==> src/logic/mfs_pkg.sv <==
// constants and types shared by the macsec format selector
package mfs_pkg;

  // protection format chosen by software
  typedef enum logic [1:0] {MFS_STD, MFS_BYP1, MFS_BYP2, MFS_MPLS} mfs_mode_t;

  localparam int unsigned NUM_SA    = 16;
  localparam int unsigned SA_W      = 4;
  localparam int unsigned FLD_W     = 11;
  localparam int unsigned LEN_W     = 5;

  // classification field select bits (carrier addresses reuse the address bits)
  localparam logic [10:0] M_DA      = 11'h001;
  localparam logic [10:0] M_SA      = 11'h002;
  localparam logic [10:0] M_ETYPE   = 11'h004;
  localparam logic [10:0] M_TPID1   = 11'h008;
  localparam logic [10:0] M_VID1    = 11'h010;
  localparam logic [10:0] M_TPID2   = 11'h020;
  localparam logic [10:0] M_VID2    = 11'h040;
  localparam logic [10:0] M_SECTAG  = 11'h080;
  localparam logic [10:0] M_METYPE  = 11'h100;
  localparam logic [10:0] M_LABEL1  = 11'h200;
  localparam logic [10:0] M_LABEL2  = 11'h400;

  // per-sa select value after reset: every field allowed
  localparam logic [10:0] SA_MASK_RST = 11'h7FF;

  // header byte counts that stay in clear
  localparam logic [4:0] ADDR_LEN   = 5'h0C;
  localparam logic [4:0] TAG_LEN    = 5'h04;
  localparam logic [4:0] METYPE_LEN = 5'h02;
  localparam logic [4:0] LABEL_LEN  = 5'h04;

  // one classified frame descriptor
  typedef struct packed {
    logic [10:0] fields;
    logic [4:0]  clear_len;
    logic        key_256;
    logic        ptp;
  } mfs_res_t;

endpackage

==> src/logic/mfs_str_if.sv <==
// valid/ready descriptor carrier between selector and its buffer
`timescale 1ns/1ps
interface mfs_str_if;
  logic              valid;
  logic              ready;
  mfs_pkg::mfs_res_t data;

  modport src (output valid, output data, input ready);
  modport snk (input valid, input data, output ready);
endinterface

==> src/logic/mfs_buf2.sv <==
// two-entry descriptor buffer, all outputs registered
`timescale 1ns/1ps
module mfs_buf2 (
  input  wire logic clk,
  input  wire logic reset_n,
  mfs_str_if.snk    up,
  mfs_str_if.src    dn
);

  logic              head_v_ff;
  logic              skid_v_ff;
  mfs_pkg::mfs_res_t head_ff;
  mfs_pkg::mfs_res_t skid_ff;
  logic              push;
  logic              pop;
  logic              up_rdy_ff;

  // ready comes from its own flop so the top output has no gate in front of it
  assign push     = up.valid & ~skid_v_ff;
  assign pop      = head_v_ff & dn.ready;
  assign up.ready = up_rdy_ff;
  assign dn.valid = head_v_ff;
  assign dn.data  = head_ff;

  ////////////////////////////////////////////////////////////////
  // head slot: refilled from skid first to keep frame order
  always_ff @(posedge clk or negedge reset_n) begin
    if (!reset_n) begin
      head_v_ff <= 1'b0;
      head_ff   <= '0;
    end else if (!head_v_ff || pop) begin
      if (skid_v_ff) begin
        head_ff   <= skid_ff;
        head_v_ff <= 1'b1;
      end else begin
        head_ff   <= up.data;
        head_v_ff <= push;
      end
    end
  end

  // skid slot catches a word while the receiver stalls
  always_ff @(posedge clk or negedge reset_n) begin
    if (!reset_n) begin
      skid_v_ff <= 1'b0;
      skid_ff   <= '0;
    end else if (pop) begin
      skid_v_ff <= 1'b0;
    end else if (push && head_v_ff) begin
      skid_ff   <= up.data;
      skid_v_ff <= 1'b1;
    end
  end

  // input ready mirrors an empty skid slot, updated on the same terms
  always_ff @(posedge clk or negedge reset_n) begin
    if (!reset_n) begin
      up_rdy_ff <= 1'b1;
    end else if (pop) begin
      up_rdy_ff <= 1'b1;
    end else if (push && head_v_ff) begin
      up_rdy_ff <= 1'b0;
    end
  end

endmodule

==> src/logic/mfs_format_sel.sv <==
// macsec frame format and classification field selector
`timescale 1ns/1ps
module mfs_format_sel (
  input  wire logic                clk,
  input  wire logic                reset_n,
  input  wire mfs_pkg::mfs_mode_t  mode,
  input  wire logic                key_256,
  input  wire logic                sa_cfg_we,
  input  wire logic [3:0]          sa_cfg_idx,
  input  wire logic [10:0]         sa_cfg_mask,
  input  wire logic                in_valid,
  output logic                     in_ready,
  input  wire logic                in_rx,
  input  wire logic [3:0]          in_sa_idx,
  input  wire logic [1:0]          in_tag_cnt,
  input  wire logic                in_mpls,
  input  wire logic [1:0]          in_label_cnt,
  input  wire logic                in_ptp,
  output logic                     out_valid,
  input  wire logic                out_ready,
  output logic [10:0]              out_fields,
  output logic [4:0]               out_clear_len,
  output logic                     out_key_256,
  output logic                     out_ptp,
  output logic                     pause_req
);

  logic [10:0]       sa_mask_ff [mfs_pkg::NUM_SA];
  logic [10:0]       allowed;
  logic [4:0]        clear_len;
  logic              pause_ff;
  logic              two_lbl;
  mfs_str_if         up_if ();
  mfs_str_if         dn_if ();

  ////////////////////////////////////////////////////////////////
  // per-association field select table
  for (genvar i = 0; i < mfs_pkg::NUM_SA; i++) begin : g_sa
    always_ff @(posedge clk or negedge reset_n) begin
      if (!reset_n) begin
        sa_mask_ff[i] <= mfs_pkg::SA_MASK_RST;
      end else if (sa_cfg_we && sa_cfg_idx == 4'(i)) begin
        sa_mask_ff[i] <= sa_cfg_mask;
      end
    end
  end

  ////////////////////////////////////////////////////////////////
  // fields visible to the classifier and length of the clear header
  assign two_lbl = (in_label_cnt == 2'h2);

  always_comb begin
    allowed   = mfs_pkg::M_DA | mfs_pkg::M_SA;
    clear_len = mfs_pkg::ADDR_LEN;
    if (mode == mfs_pkg::MFS_MPLS && in_mpls) begin
      // carrier header is never encrypted, both directions see it
      allowed   = allowed | mfs_pkg::M_METYPE | mfs_pkg::M_LABEL1;
      clear_len = mfs_pkg::ADDR_LEN + mfs_pkg::METYPE_LEN + mfs_pkg::LABEL_LEN;
      if (two_lbl) begin
        allowed   = allowed | mfs_pkg::M_LABEL2;
        clear_len = clear_len + mfs_pkg::LABEL_LEN;
      end
      if (in_rx) begin
        allowed = allowed | mfs_pkg::M_SECTAG;
      end
    end else if (!in_rx) begin
      // transmit side still sees the plaintext frame
      allowed = allowed | mfs_pkg::M_ETYPE;
      if (in_tag_cnt != 2'h0) begin
        allowed = allowed | mfs_pkg::M_TPID1 | mfs_pkg::M_VID1;
      end
      if (in_tag_cnt == 2'h2) begin
        allowed = allowed | mfs_pkg::M_TPID2 | mfs_pkg::M_VID2;
      end
    end else begin
      // receive side: only what sits ahead of the security tag
      allowed = allowed | mfs_pkg::M_SECTAG;
      if (mode != mfs_pkg::MFS_STD && mode != mfs_pkg::MFS_MPLS && in_tag_cnt != 2'h0) begin
        allowed = allowed | mfs_pkg::M_TPID1 | mfs_pkg::M_VID1;
      end
      if (mode == mfs_pkg::MFS_BYP2 && in_tag_cnt == 2'h2) begin
        allowed = allowed | mfs_pkg::M_TPID2 | mfs_pkg::M_VID2;
      end
    end
    // clear tag bytes, same for both directions of the transform
    if (mode == mfs_pkg::MFS_BYP1 && in_tag_cnt != 2'h0) begin
      clear_len = mfs_pkg::ADDR_LEN + mfs_pkg::TAG_LEN;
    end else if (mode == mfs_pkg::MFS_BYP2 && in_tag_cnt != 2'h0) begin
      // both tags stay ahead of the security tag when two are present
      if (in_tag_cnt == 2'h2) begin
        clear_len = mfs_pkg::ADDR_LEN + mfs_pkg::TAG_LEN + mfs_pkg::TAG_LEN;
      end else begin
        clear_len = mfs_pkg::ADDR_LEN + mfs_pkg::TAG_LEN;
      end
    end
  end

  ////////////////////////////////////////////////////////////////
  // descriptor into the buffer; a timing frame takes the normal path
  assign up_if.valid          = in_valid;
  assign up_if.data.fields    = allowed & sa_mask_ff[in_sa_idx];
  assign up_if.data.clear_len = clear_len;
  assign up_if.data.key_256   = key_256;
  assign up_if.data.ptp       = in_ptp;
  assign dn_if.ready          = out_ready;

  mfs_buf2 u_buf (
    .clk     (clk),
    .reset_n (reset_n),
    .up      (up_if),
    .dn      (dn_if)
  );

  // buffer full means expansion is backing up: ask the system mac to pause
  always_ff @(posedge clk or negedge reset_n) begin
    if (!reset_n) begin
      pause_ff <= 1'b0;
    end else begin
      pause_ff <= ~up_if.ready;
    end
  end

  // outputs all come from buffer or pause flops
  assign in_ready      = up_if.ready;
  assign out_valid     = dn_if.valid;
  assign out_fields    = dn_if.data.fields;
  assign out_clear_len = dn_if.data.clear_len;
  assign out_key_256   = dn_if.data.key_256;
  assign out_ptp       = dn_if.data.ptp;
  assign pause_req     = pause_ff;
endmodule

==> config.mk <==
export PLATFORM = sky130hd
export DESIGN_NAME = mfs_format_sel
export DESIGN_NICKNAME = d
export VERILOG_FILES = /design/src/logic/mfs_pkg.sv /design/src/logic/mfs_str_if.sv /design/src/logic/mfs_buf2.sv /design/src/logic/mfs_format_sel.sv
export SDC_FILE = /design/constraint.sdc
export NUM_CORES = 1
export LEC_CHECK = 0
export ABC_CLOCK_PERIOD_IN_PS = 1890
export BUFFER_PORTS_ARGS = -buffer_cell sky130_fd_sc_hd__buf_2
export CORE_MARGIN = 3
export CORE_UTILIZATION = 35
export DETAILED_ROUTE_END_ITERATION = 8
export HOLD_SLACK_MARGIN = 0.08
export PLACE_DENSITY = 0.51
export SKIP_LAST_GASP = 1
export SLEW_MARGIN = 20
export SYNTH_ARGS = -nofsm -noshare
export SYNTH_HDL_FRONTEND = slang
export SYNTH_HIERARCHICAL = 1
export SYNTH_SLANG_ARGS = --single-unit
==> constraint.sdc <==
create_clock -name clk -period 1.89 [get_ports clk]
set_clock_uncertainty 0.15 [all_clocks]
set_input_delay 0.378 -clock clk [delete_from_list [all_inputs] [get_ports clk]]
set_output_delay 0.378 -clock clk [all_outputs]
set_load 0.02 [all_outputs]
== Word-level counts from Yosys, hierarchy flattened ==
Cells that the tools add are included.

* Bits in registers: 216
* Bits in latches: 0
* Memory bits (writable): 0
* ROM bits: 0
* Output and inout bits: 21
* Word-level logic and storage cells: 109
* Memories: 0

* $add $sub $neg: 0
* Multiply operators: 0
* Div/mod/pow operators: 0
* Order comparisons: 1
* Equality and inequality tests: 21
* Shift operators: 0
* Multiplexer cells: 22
* Bitwise operators: 7
* Reductions and logical operators: 30

{| class="wikitable"
|+ Operators by type and width
! cell !! count
|-
| $mux 11 || 5
|-
| $bmux 11 s4 || 1
|-
| $eq 4x4->1 const B || 8
|-
| $mux 5 || 5
|-
| $logic_and 1x1->1 || 23
|-
| $mux 18 || 1
|-
| $eq 4x3->1 const B || 4
|-
| $mux 7 || 2
|-
| $and 11x11->11 || 1
|-
| $eq 2x2->1 const B || 4
|-
| $eq 4x2->1 const B || 2
|-
| $mux 8 || 1
|-
| $mux 3 || 2
|-
| $reduce_bool 2->1 || 3
|-
| $ge 5x5->1 const B || 1
|-
| $mux 1 || 5
|-
| $not 4->5 || 1
|-
| $eq 4x1->1 const B || 1
|-
| $logic_not 4->1 || 1
|-
| $not 1->1 || 3
|-
| $and 1x1->1 || 2
|-
| $eq 2x1->1 const B || 1
|-
| $ne 2x2->1 const B || 1
|-
| $reduce_and 2->1 || 1
|-
| other kinds (2) || 2
|}

== Longest topological paths before layout ==
Gate-level depths: netlist of the first run.

* Word-level depth: 9
* Gate-level depth with buffers: 9

== By module ==
The synthesis of the first run kept the hierarchy.

{| class="wikitable"
|+ By module, submodules not included
! module !! times used !! cells an instance !! area an instance (um^2) !! sequential area each (um^2)
|-
| mfs_format_sel || 1 || 557 || 8614.5 || 4649.5
|-
| mfs_buf2 || 1 || 107 || 1720.4 || 977.2
|}

== Worst setup path after synthesis of the first run ==
OpenSTA, ideal clock, no wires.

* Kind: input -> register
* Start point: input port in_sa_idx[0]
* End point: register u_buf.head_ff, in the netlist u_buf/dn.data[8]
* Setup time: 125 ps
* Data arrival time: 1902 ps
* Data required time: 1615 ps
* Slack: -287 ps
* Stages on the path: 7
* Buffers on the path: 2
* Cell sequence: buf_6 > buf_12 > mux4_1 > mux2i_1 > a21oi_1 > mux2_2 > mux2_2

{| class="wikitable"
|+ RTL lines
! element !! RTL line !! source
|-
| start: declaration || mfs_format_sel.sv:14 || <nowiki>input wire logic [3:0] in_sa_idx,</nowiki>
|-
| end signal: assignment || mfs_buf2.sv:33 || <nowiki>head_ff <= skid_ff;</nowiki>
|-
| end signal: assignment || mfs_buf2.sv:36 || <nowiki>head_ff <= up.data;</nowiki>
|-
| end: declaration || mfs_buf2.sv:12 || <nowiki>mfs_pkg::mfs_res_t head_ff;</nowiki>
|}

==> impl_metrics.yaml, run 1 <==
final_layout:
  non_filler_cell_area_final_sq_mm: 0.0126
  nNetsFinal: 828
  count_of_placed_standard_cells_in_the_final_layout_fillers_left_out: 1193
  insertedDiodeCount: 0
  flow.area_growth_from_synthesis_pct: 22.0
  final_layout_size_suffix_gt1_frac: 0.773
  final_core_utilization: 0.436
clock_network:
  htreeDepth: 1
  clk_transition_reported_paths_ns: 0.05
  clkSinkCount: 216
  clockBufferDepth: 3
  clock_latency_ns: 0.52
  cts_tree: "yes"
  cts_made_buffers: 26
  clk_root_buffer_cell: "sky130_fd_sc_hd__clkbuf_16"
outcome:
  outcome: "finished with violations"
  violated_checks: "setup timing"
timing:
  final-max-slew-violation-count: 0
  peak_clock_frequency_supported_by_timing_mhz: 489
  timing.final.crit_share: 1.08
  rsz_0062_raised_after_global_routing: "yes"
  worst_slew_margin_rel: 0.656
  hold_ws_ns: 0.151
  finalHoldViolCount: 0
  setup-tns-final_ns: -0.931
  worst_pin_slew_ns: 0.510
  post-route-min-period_ns: 2.04
  postLayoutSetupSlackWorst_ns: -0.154
  finalSetupViolations: 8
pwr:
  p_int_mw: 10.7
  finalPower_mw: 14.2
  power.share.clock: 0.328
  vdd_drop_max_mv: 0.783
  p_switching_mw: 3.45
  switching_share: 0.243
  power_per_cell_area_mw_per_mm2: 1120
  power.combinational.fraction: 0.187
  share_seq_of_total_power: 0.484
  power.leakage_nw: 5.24
global_routing:
  grt_util_all_layers: 0.164
  pin_count_of_the_biggest_net_entering_global_routing: 48
  antenna_found_initial: 1
  grt_first_pass_wirelength_mm: 39.5
  grt_pass1_vias: 6608
  grt_remaining_overflow: 0
setup_path:
  timing.reg2reg.worst_path_depth: 6
  critical_path.startpoint_type: "register"
  crit_path_cell_trace: "mux4_2, and2b_1, a211oi_2, a211oi_2, mux2_2, mux2_2"
  slowest_library_cell_on_the_worst_path: "sky130_fd_sc_hd__mux4_2"
  critical_path_class: "reg2reg"
  critPathCaptureType: "register"
  data_arrival_time_of_the_worst_path_ns: 2.29
  worst-path-max-fanout: 2
  critical_path_required_ns: 2.13
  cpPeakStageDelay_ns: 0.48
drt:
  dr_total_vias: 6000
  routed_via_density: 5.03
  routed_wire_length_per_instance_um: 21.4
  drt_drc_violations_left: 0
  routed_wire_length_mm: 25.6
  detailedRoute.firstIterationViolations: 191
  drt.antenna.violating_nets: 0
  drt_pass1_iterations: 4
placed_design:
  worst_setup_slack_after_placement_ns: -0.656
  placed_cells_incl_taps: 1140
  buffers_on_ports: 54
  post-dp-hpwl_mm: 18.0
  gp_routability_congestion: 0.824
  placed_area_sq_mm: 0.0116
synth:
  post_synth_edffs: 0
  yosys_register_bits: 216
  synth_instances: 664
  synth-main-ff-cell: "sky130_fd_sc_hd__dfstp_2"
  synth_area_sq_mm: 0.0103
  async_reset_ff_frac: 1.00
  synth_seq_area_share: 0.544
  syn_area_per_cell_sq_um: 15.6
  synth_cell_type_count: 45
  yosysWarningCount: 6
floorplanning:
  die-width_um: 178
  fp.dieH_um: 178
  die_area_sq_mm: 0.0316
  design.portCount: 55
  fp.coreArea_sq_mm: 0.0289
  initial_utilization: 0.357
  placement_rows: 62
worst_hold_path:
  hold_path_class: "in2reg"
  min_path_cells: 2
run:
  cap_violations: 0
## layout make-up
cell class	count	area, sq um
clock buffer	44	800
clock inverter	2	10.0
sequential	216	5630
multi-input combinational	395	4480
inverter	5	18.8
timing repair buffer	147	1190
tap	384	480
fill	2571	16300
## worst paths after layout
| check | startpoint | endpoint | slack (ns) |
|---|---|---|---|
| min in group asynchronous | reset_n | u_buf/skid_ff[2]$_DFFE_PN0P_ | 0.19 |
| worst max register to register | sa_mask_ff[36]$_DFFE_PN1P_ | u_buf/dn.data[10]$_DFFE_PN0P_ | -0.15 |
| worst min register to register | u_buf/up.ready$_DFFE_PN1P_ | pause_req$_DFF_PN0_ | 0.30 |
| worst min-delay path | sa_cfg_mask[3] | sa_mask_ff[146]$_DFFE_PN1P_ | 0.15 |
| max in group asynchronous | reset_n | sa_mask_ff[82]$_DFFE_PN1P_ | 0.73 |
| worst max-delay path | sa_mask_ff[36]$_DFFE_PN1P_ | u_buf/dn.data[10]$_DFFE_PN0P_ | -0.15 |
## per-layer routing
metal  wire length [um]  GRT usage
met4                576     0.0383
met1              11700      0.226
met5                 14          0
met3                970     0.0223
met2              12300      0.276
## cell usage after synthesis (all sizes together) (2+ instances only)
cell | count | area, sq um
mux2 | 230 | 2630
dfstp | 177 | 4650
dfrtp | 39 | 976
buf | 35 | 275
mux2i | 33 | 330
mux4 | 31 | 739
nor2 | 15 | 56.3
clkbuf | 14 | 52.6
a211oi | 10 | 80.1
a22oi | 9 | 67.6
nand2b | 8 | 50.1
nor2b | 7 | 43.8
nand2 | 6 | 22.5
inv | 5 | 18.8
nand3b | 5 | 37.5
a21oi | 4 | 20.0
nand3 | 4 | 20.0
a221oi | 3 | 32.5
a22o | 3 | 26.3
and2b | 3 | 22.5
ha | 3 | 37.5
o211ai | 2 | 15.0
o21ai | 2 | 10.0
o22a | 2 | 17.5
o41ai | 2 | 17.5
or3 | 2 | 12.5
## placed cells by master, fill, tap and decap left out, types with 8 or more instances in the layout
cell type	n
sky130_fd_sc_hd__nand2b_1	8
sky130_fd_sc_hd__buf_2	51
sky130_fd_sc_hd__clkbuf_16	27
sky130_fd_sc_hd__clkbuf_1	11
sky130_fd_sc_hd__mux4_2	24
sky130_fd_sc_hd__dfstp_2	177
sky130_fd_sc_hd__nor2_1	13
sky130_fd_sc_hd__buf_4	71
sky130_fd_sc_hd__a22oi_1	9
sky130_fd_sc_hd__a211oi_2	10
sky130_fd_sc_hd__mux2_2	211
sky130_fd_sc_hd__mux2i_1	31
sky130_fd_sc_hd__buf_12	15
sky130_fd_sc_hd__dfrtp_1	39
sky130_fd_sc_hd__mux2_4	12
## power groups by stage
stage	clock network [mW]	logic, mW	registers [mW]
CTS	4.82	2.68	6.86
finish	4.65	2.66	6.87
floorplan	0	1.83	6.82
global route	5.01	2.88	7.00
global placement	0	2.54	6.86
detailed placement	0	2.62	6.93
## worst max-delay path, delay by kind of cell (launching register included)
family / cells / cell delay [ns]
flip-flops: 1 / 0.36
multiplexers: 3 / 1.00
AND/OR/NAND/NOR: 1 / 0.18
AO/OA/AOI/OAI: 2 / 0.23
## kinds of logic (layout without fill, tap and decap cells)
logic type	after synthesis	after routing	synth area share
other	1	2	0.000363
AND/OR/NAND/NOR	55	55	0.0295
adder cells (fa/ha/maj)	3	3	0.00363
buffers and inverters	54	198	0.0335
multiplexers	294	294	0.358
AO/OA/AOI/OAI	41	41	0.0308
flip-flops	216	216	0.544
## what timing repair did
item,4_1_cts,5_1_grt
hold endpoints to repair,60,0
endpoints found under the setup margin,10,13
hold buffers,6,0
resized for setup,12,12
buffers inserted,2,1
pin swaps,6,2
## sequential cells by signal (all words and copies together), names as in the netlist
register and count:
u_buf/skid_v_ff 1, u_buf/dn.data 18, sa_mask_ff 176, u_buf/dn.valid 1, pause_req 1, u_buf/skid_ff 18, u_buf/up.ready 1
(Power assumes the default switching activity.)
==> run 2: changes to the inputs <==
Settings changed: ABC_AREA set to 1.
==> run 2 against run 1 <==
Critical path depth increased by 3. Largest power group unchanged. Non-clock buffer count rose by 2. Register-to-register slack improved by 0.26 ns. Core utilization decreased by 0.73 points. The flow now finishes without violations. Sequential share of layout area shrank 0.44 points. Fmax increased by 14%. Die area up 2.3%. Highest routed layer is now met4. Cell count grew 55%. Area after synthesis is 2.4% higher. Sequential cell count unchanged. Clock-buffer cell count shrank 7.
==> impl_metrics.yaml, run 2 <==
setup_path:
  critical_path_class: "reg2reg"
  critical_path.startpoint_type: "register"
  slowest_library_cell_on_the_worst_path: "sky130_fd_sc_hd__dfstp_2"
  worst_path_most_repeated_cell: "sky130_fd_sc_hd__nand3_1"
  crit_path_cell_trace: "inv_1, nand2_1, nand3_1, nand3_1, nand3_1, a21oi_1, or2_1, nand3_1, nand2_1"
  critPathCaptureType: "register"
  critical_path_required_ns: 2.20
  worst-path-max-fanout: 2
  data_arrival_time_of_the_worst_path_ns: 2.10
  cpPeakStageDelay_ns: 0.53
pwr:
  power.leakage_nw: 6.00
  finalPower_mw: 13.9
  vdd_drop_max_mv: 0.588
  power_per_cell_area_mw_per_mm2: 1090
final_layout:
  flow.area_growth_from_synthesis_pct: 20.3
  final_layout_size_suffix_gt1_frac: 0.248
  largest_register_ff_count: 176
  layout.cells.most_common_list: "501 x sky130_fd_sc_hd__nand2_1, 177 x sky130_fd_sc_hd__dfstp_2, 149 x sky130_fd_sc_hd__o21ai_0"
  count_of_placed_standard_cells_in_the_final_layout_fillers_left_out: 1855
  number_of_filler_instances_in_the_final_layout: 3062
  insertedDiodeCount: 0
  nNetsFinal: 1484
  largest-register: "sa_mask_ff"
  final_core_utilization: 0.429
  most_frequent_standard_cell_in_the_layout_excluding_fill_and_tap_cells: "sky130_fd_sc_hd__nand2_1"
drt:
  drt_pass1_iterations: 5
  routed_wire_length_mm: 29.6
  drt_drc_violations_left: 0
  dr_total_vias: 8903
  routed_via_density: 4.80
  drt.antenna.violating_nets: 0
  routed_wire_length_per_instance_um: 16.0
  detailedRoute.firstIterationViolations: 557
synth:
  yosysWarningCount: 6
  yosys_register_bits: 216
  synth.top_cell.area_share: 0.439
  synth_area_leader_cell: "sky130_fd_sc_hd__dfstp_2"
  yosys.cell_count.top_type: "sky130_fd_sc_hd__nand2_1"
  async_reset_ff_frac: 1.00
  synth_seq_area_share: 0.531
  synth_cell_type_count: 25
  synth_instances: 1360
  synth-main-ff-cell: "sky130_fd_sc_hd__dfstp_2"
  post_synth_most_frequent_cells: "502 x sky130_fd_sc_hd__nand2_1, 177 x sky130_fd_sc_hd__dfstp_2, 151 x sky130_fd_sc_hd__o21ai_0"
  syn_area_per_cell_sq_um: 7.78
  synth_area_sq_mm: 0.0106
  ys_top_cells_by_area: "sky130_fd_sc_hd__dfstp_2 44%, sky130_fd_sc_hd__nand2_1 18%, sky130_fd_sc_hd__dfrtp_1 9.2%"
  post_synth_edffs: 0
clock_network:
  clkSinkCount: 216
  cts_made_buffers: 25
  cts_tree: "yes"
  clk_root_buffer_cell: "sky130_fd_sc_hd__clkbuf_16"
  postCtsSetupRepairBufs: 0
  htreeDepth: 1
  clock_latency_ns: 0.53
  clk_transition_reported_paths_ns: 0.06
  clockBufferDepth: 3
timing:
  peak_clock_frequency_supported_by_timing_mhz: 560
  finalSetupViolations: 0
  timing.final.crit_share: 0.946
  worst_pin_slew_ns: 0.600
  worst_slew_margin_rel: 0.599
  post-route-min-period_ns: 1.79
  finalHoldViolCount: 0
  final-max-slew-violation-count: 0
  rsz_0062_raised_after_global_routing: "yes"
  setup-tns-final_ns: 0
outcome:
  outcome: "completed"
placed_design:
  post-dp-hpwl_mm: 20.0
  placed_cells_incl_taps: 1793
  buffers_on_ports: 54
  gp_routability_congestion: 0.812
global_routing:
  grt_first_pass_wirelength_mm: 49.2
  pin_count_of_the_biggest_net_entering_global_routing: 53
  grt_remaining_overflow: 0
  antenna_found_initial: 0
  grt_pass1_vias: 8833
  grt_util_all_layers: 0.186
floorplanning:
  placement_rows: 63
  die-width_um: 180
  fp.dieH_um: 180
  fp.coreArea_sq_mm: 0.0297
  design.portCount: 55
  die_area_sq_mm: 0.0324
  initial_utilization: 0.356
worst_hold_path:
  hold_path_class: "in2reg"
run:
  cap_violations: 0
[run 2: cell types whose count changed in the layout (fill, tap and decap cells not counted), sizes merged, moves of 9 or more]
| cell | before | now |
|---|---|---|
| mux2i | 33 | 0 |
| mux2 | 230 | 0 |
| or2 | 0 | 18 |
| a22oi | 9 | 0 |
| nand2 | 6 | 504 |
| inv | 5 | 126 |
| o21ai | 2 | 207 |
| nor2 | 15 | 47 |
| mux4 | 31 | 0 |
| dlygate4sd3 | 6 | 17 |
| nand3 | 4 | 124 |
[run 2: metrics by stage]
step | hold slack, ns | setup slack, ns | instance area (sq um)
after global placement | 0.187 | -0.313 | 11700
final | 0.111 | 0.103 | 12700
after detailed placement | 0.188 | -0.311 | 11700
after floorplan | -0.0676 | 0.170 | 10600
after global routing | 0.142 | -0.0224 | 12700
after CTS | 0.0895 | 0.0284 | 12700
[run 2: cells by family (layout without fill, tap and decap cells)]
family	after synthesis	in the layout	synth area share
other	1	2	0.000354
buffers and inverters	214	318	0.0836
AND/OR/NAND/NOR	697	697	0.270
flip-flops	216	216	0.531
adder cells (fa/ha/maj)	3	3	0.00355
AO/OA/AOI/OAI	229	229	0.111
[run 2: per-layer routing]
layer / global-route usage / share of wire
met5: 0 / 0
met4: 0.0399 / 0.016
met3: 0.0314 / 0.055
met2: 0.295 / 0.45
met1: 0.269 / 0.48
[run 2: layout make-up]
class,count,area (sq um),area share
repair buffers,149,1250,0.0982
well taps,390,488,0.0383
flip-flops and latches,216,5630,0.442
multi-input cells,931,4090,0.321
clock inverters,8,75.1,0.00590
clock buffers,37,741,0.0582
inverters,124,465,0.0365
[run 2: critical path: cells and delay by family (launching register included)]
family | cells | cell delay, ns
simple gates | 7 | 0.69
flops | 1 | 0.53
compound gates | 1 | 0.33
buf+inv | 1 | 0.03
[run 2: final timing paths]
path                                              from  slack (ns)                       endpoint  depth (start not counted)
min                                              in_rx        0.11  u_buf/skid_ff[14]$_DFFE_PN0P_                          5
max                        sa_mask_ff[140]$_DFFE_PN1P_        0.10  u_buf/dn.data[15]$_DFFE_PN0P_                          9
max reg2reg                sa_mask_ff[140]$_DFFE_PN1P_        0.10  u_buf/dn.data[15]$_DFFE_PN0P_                          9
max in group asynchronous                      reset_n        0.74     sa_mask_ff[68]$_DFFE_PN1P_                          3
min in group asynchronous                      reset_n        0.21  u_buf/skid_ff[12]$_DFFE_PN0P_                          2
min reg2reg                 u_buf/up.ready$_DFFE_PN1P_        0.29            pause_req$_DFF_PN0_                          1
[run 2: repair_timing]
action,4_1_cts,5_1_grt
hold buffers,17,0
hold endpoints to repair,85,0
resized for setup,0,5
setup endpoints to repair,0,4
[run 2: where the power goes]
group | total, mW | switching, mW | internal [mW]
logic | 2.50 | 1.51 | 0.993
clock network | 4.80 | 1.96 | 2.84
registers | 6.60 | 0.481 | 6.12
total | 13.9 | 3.95 | 9.96
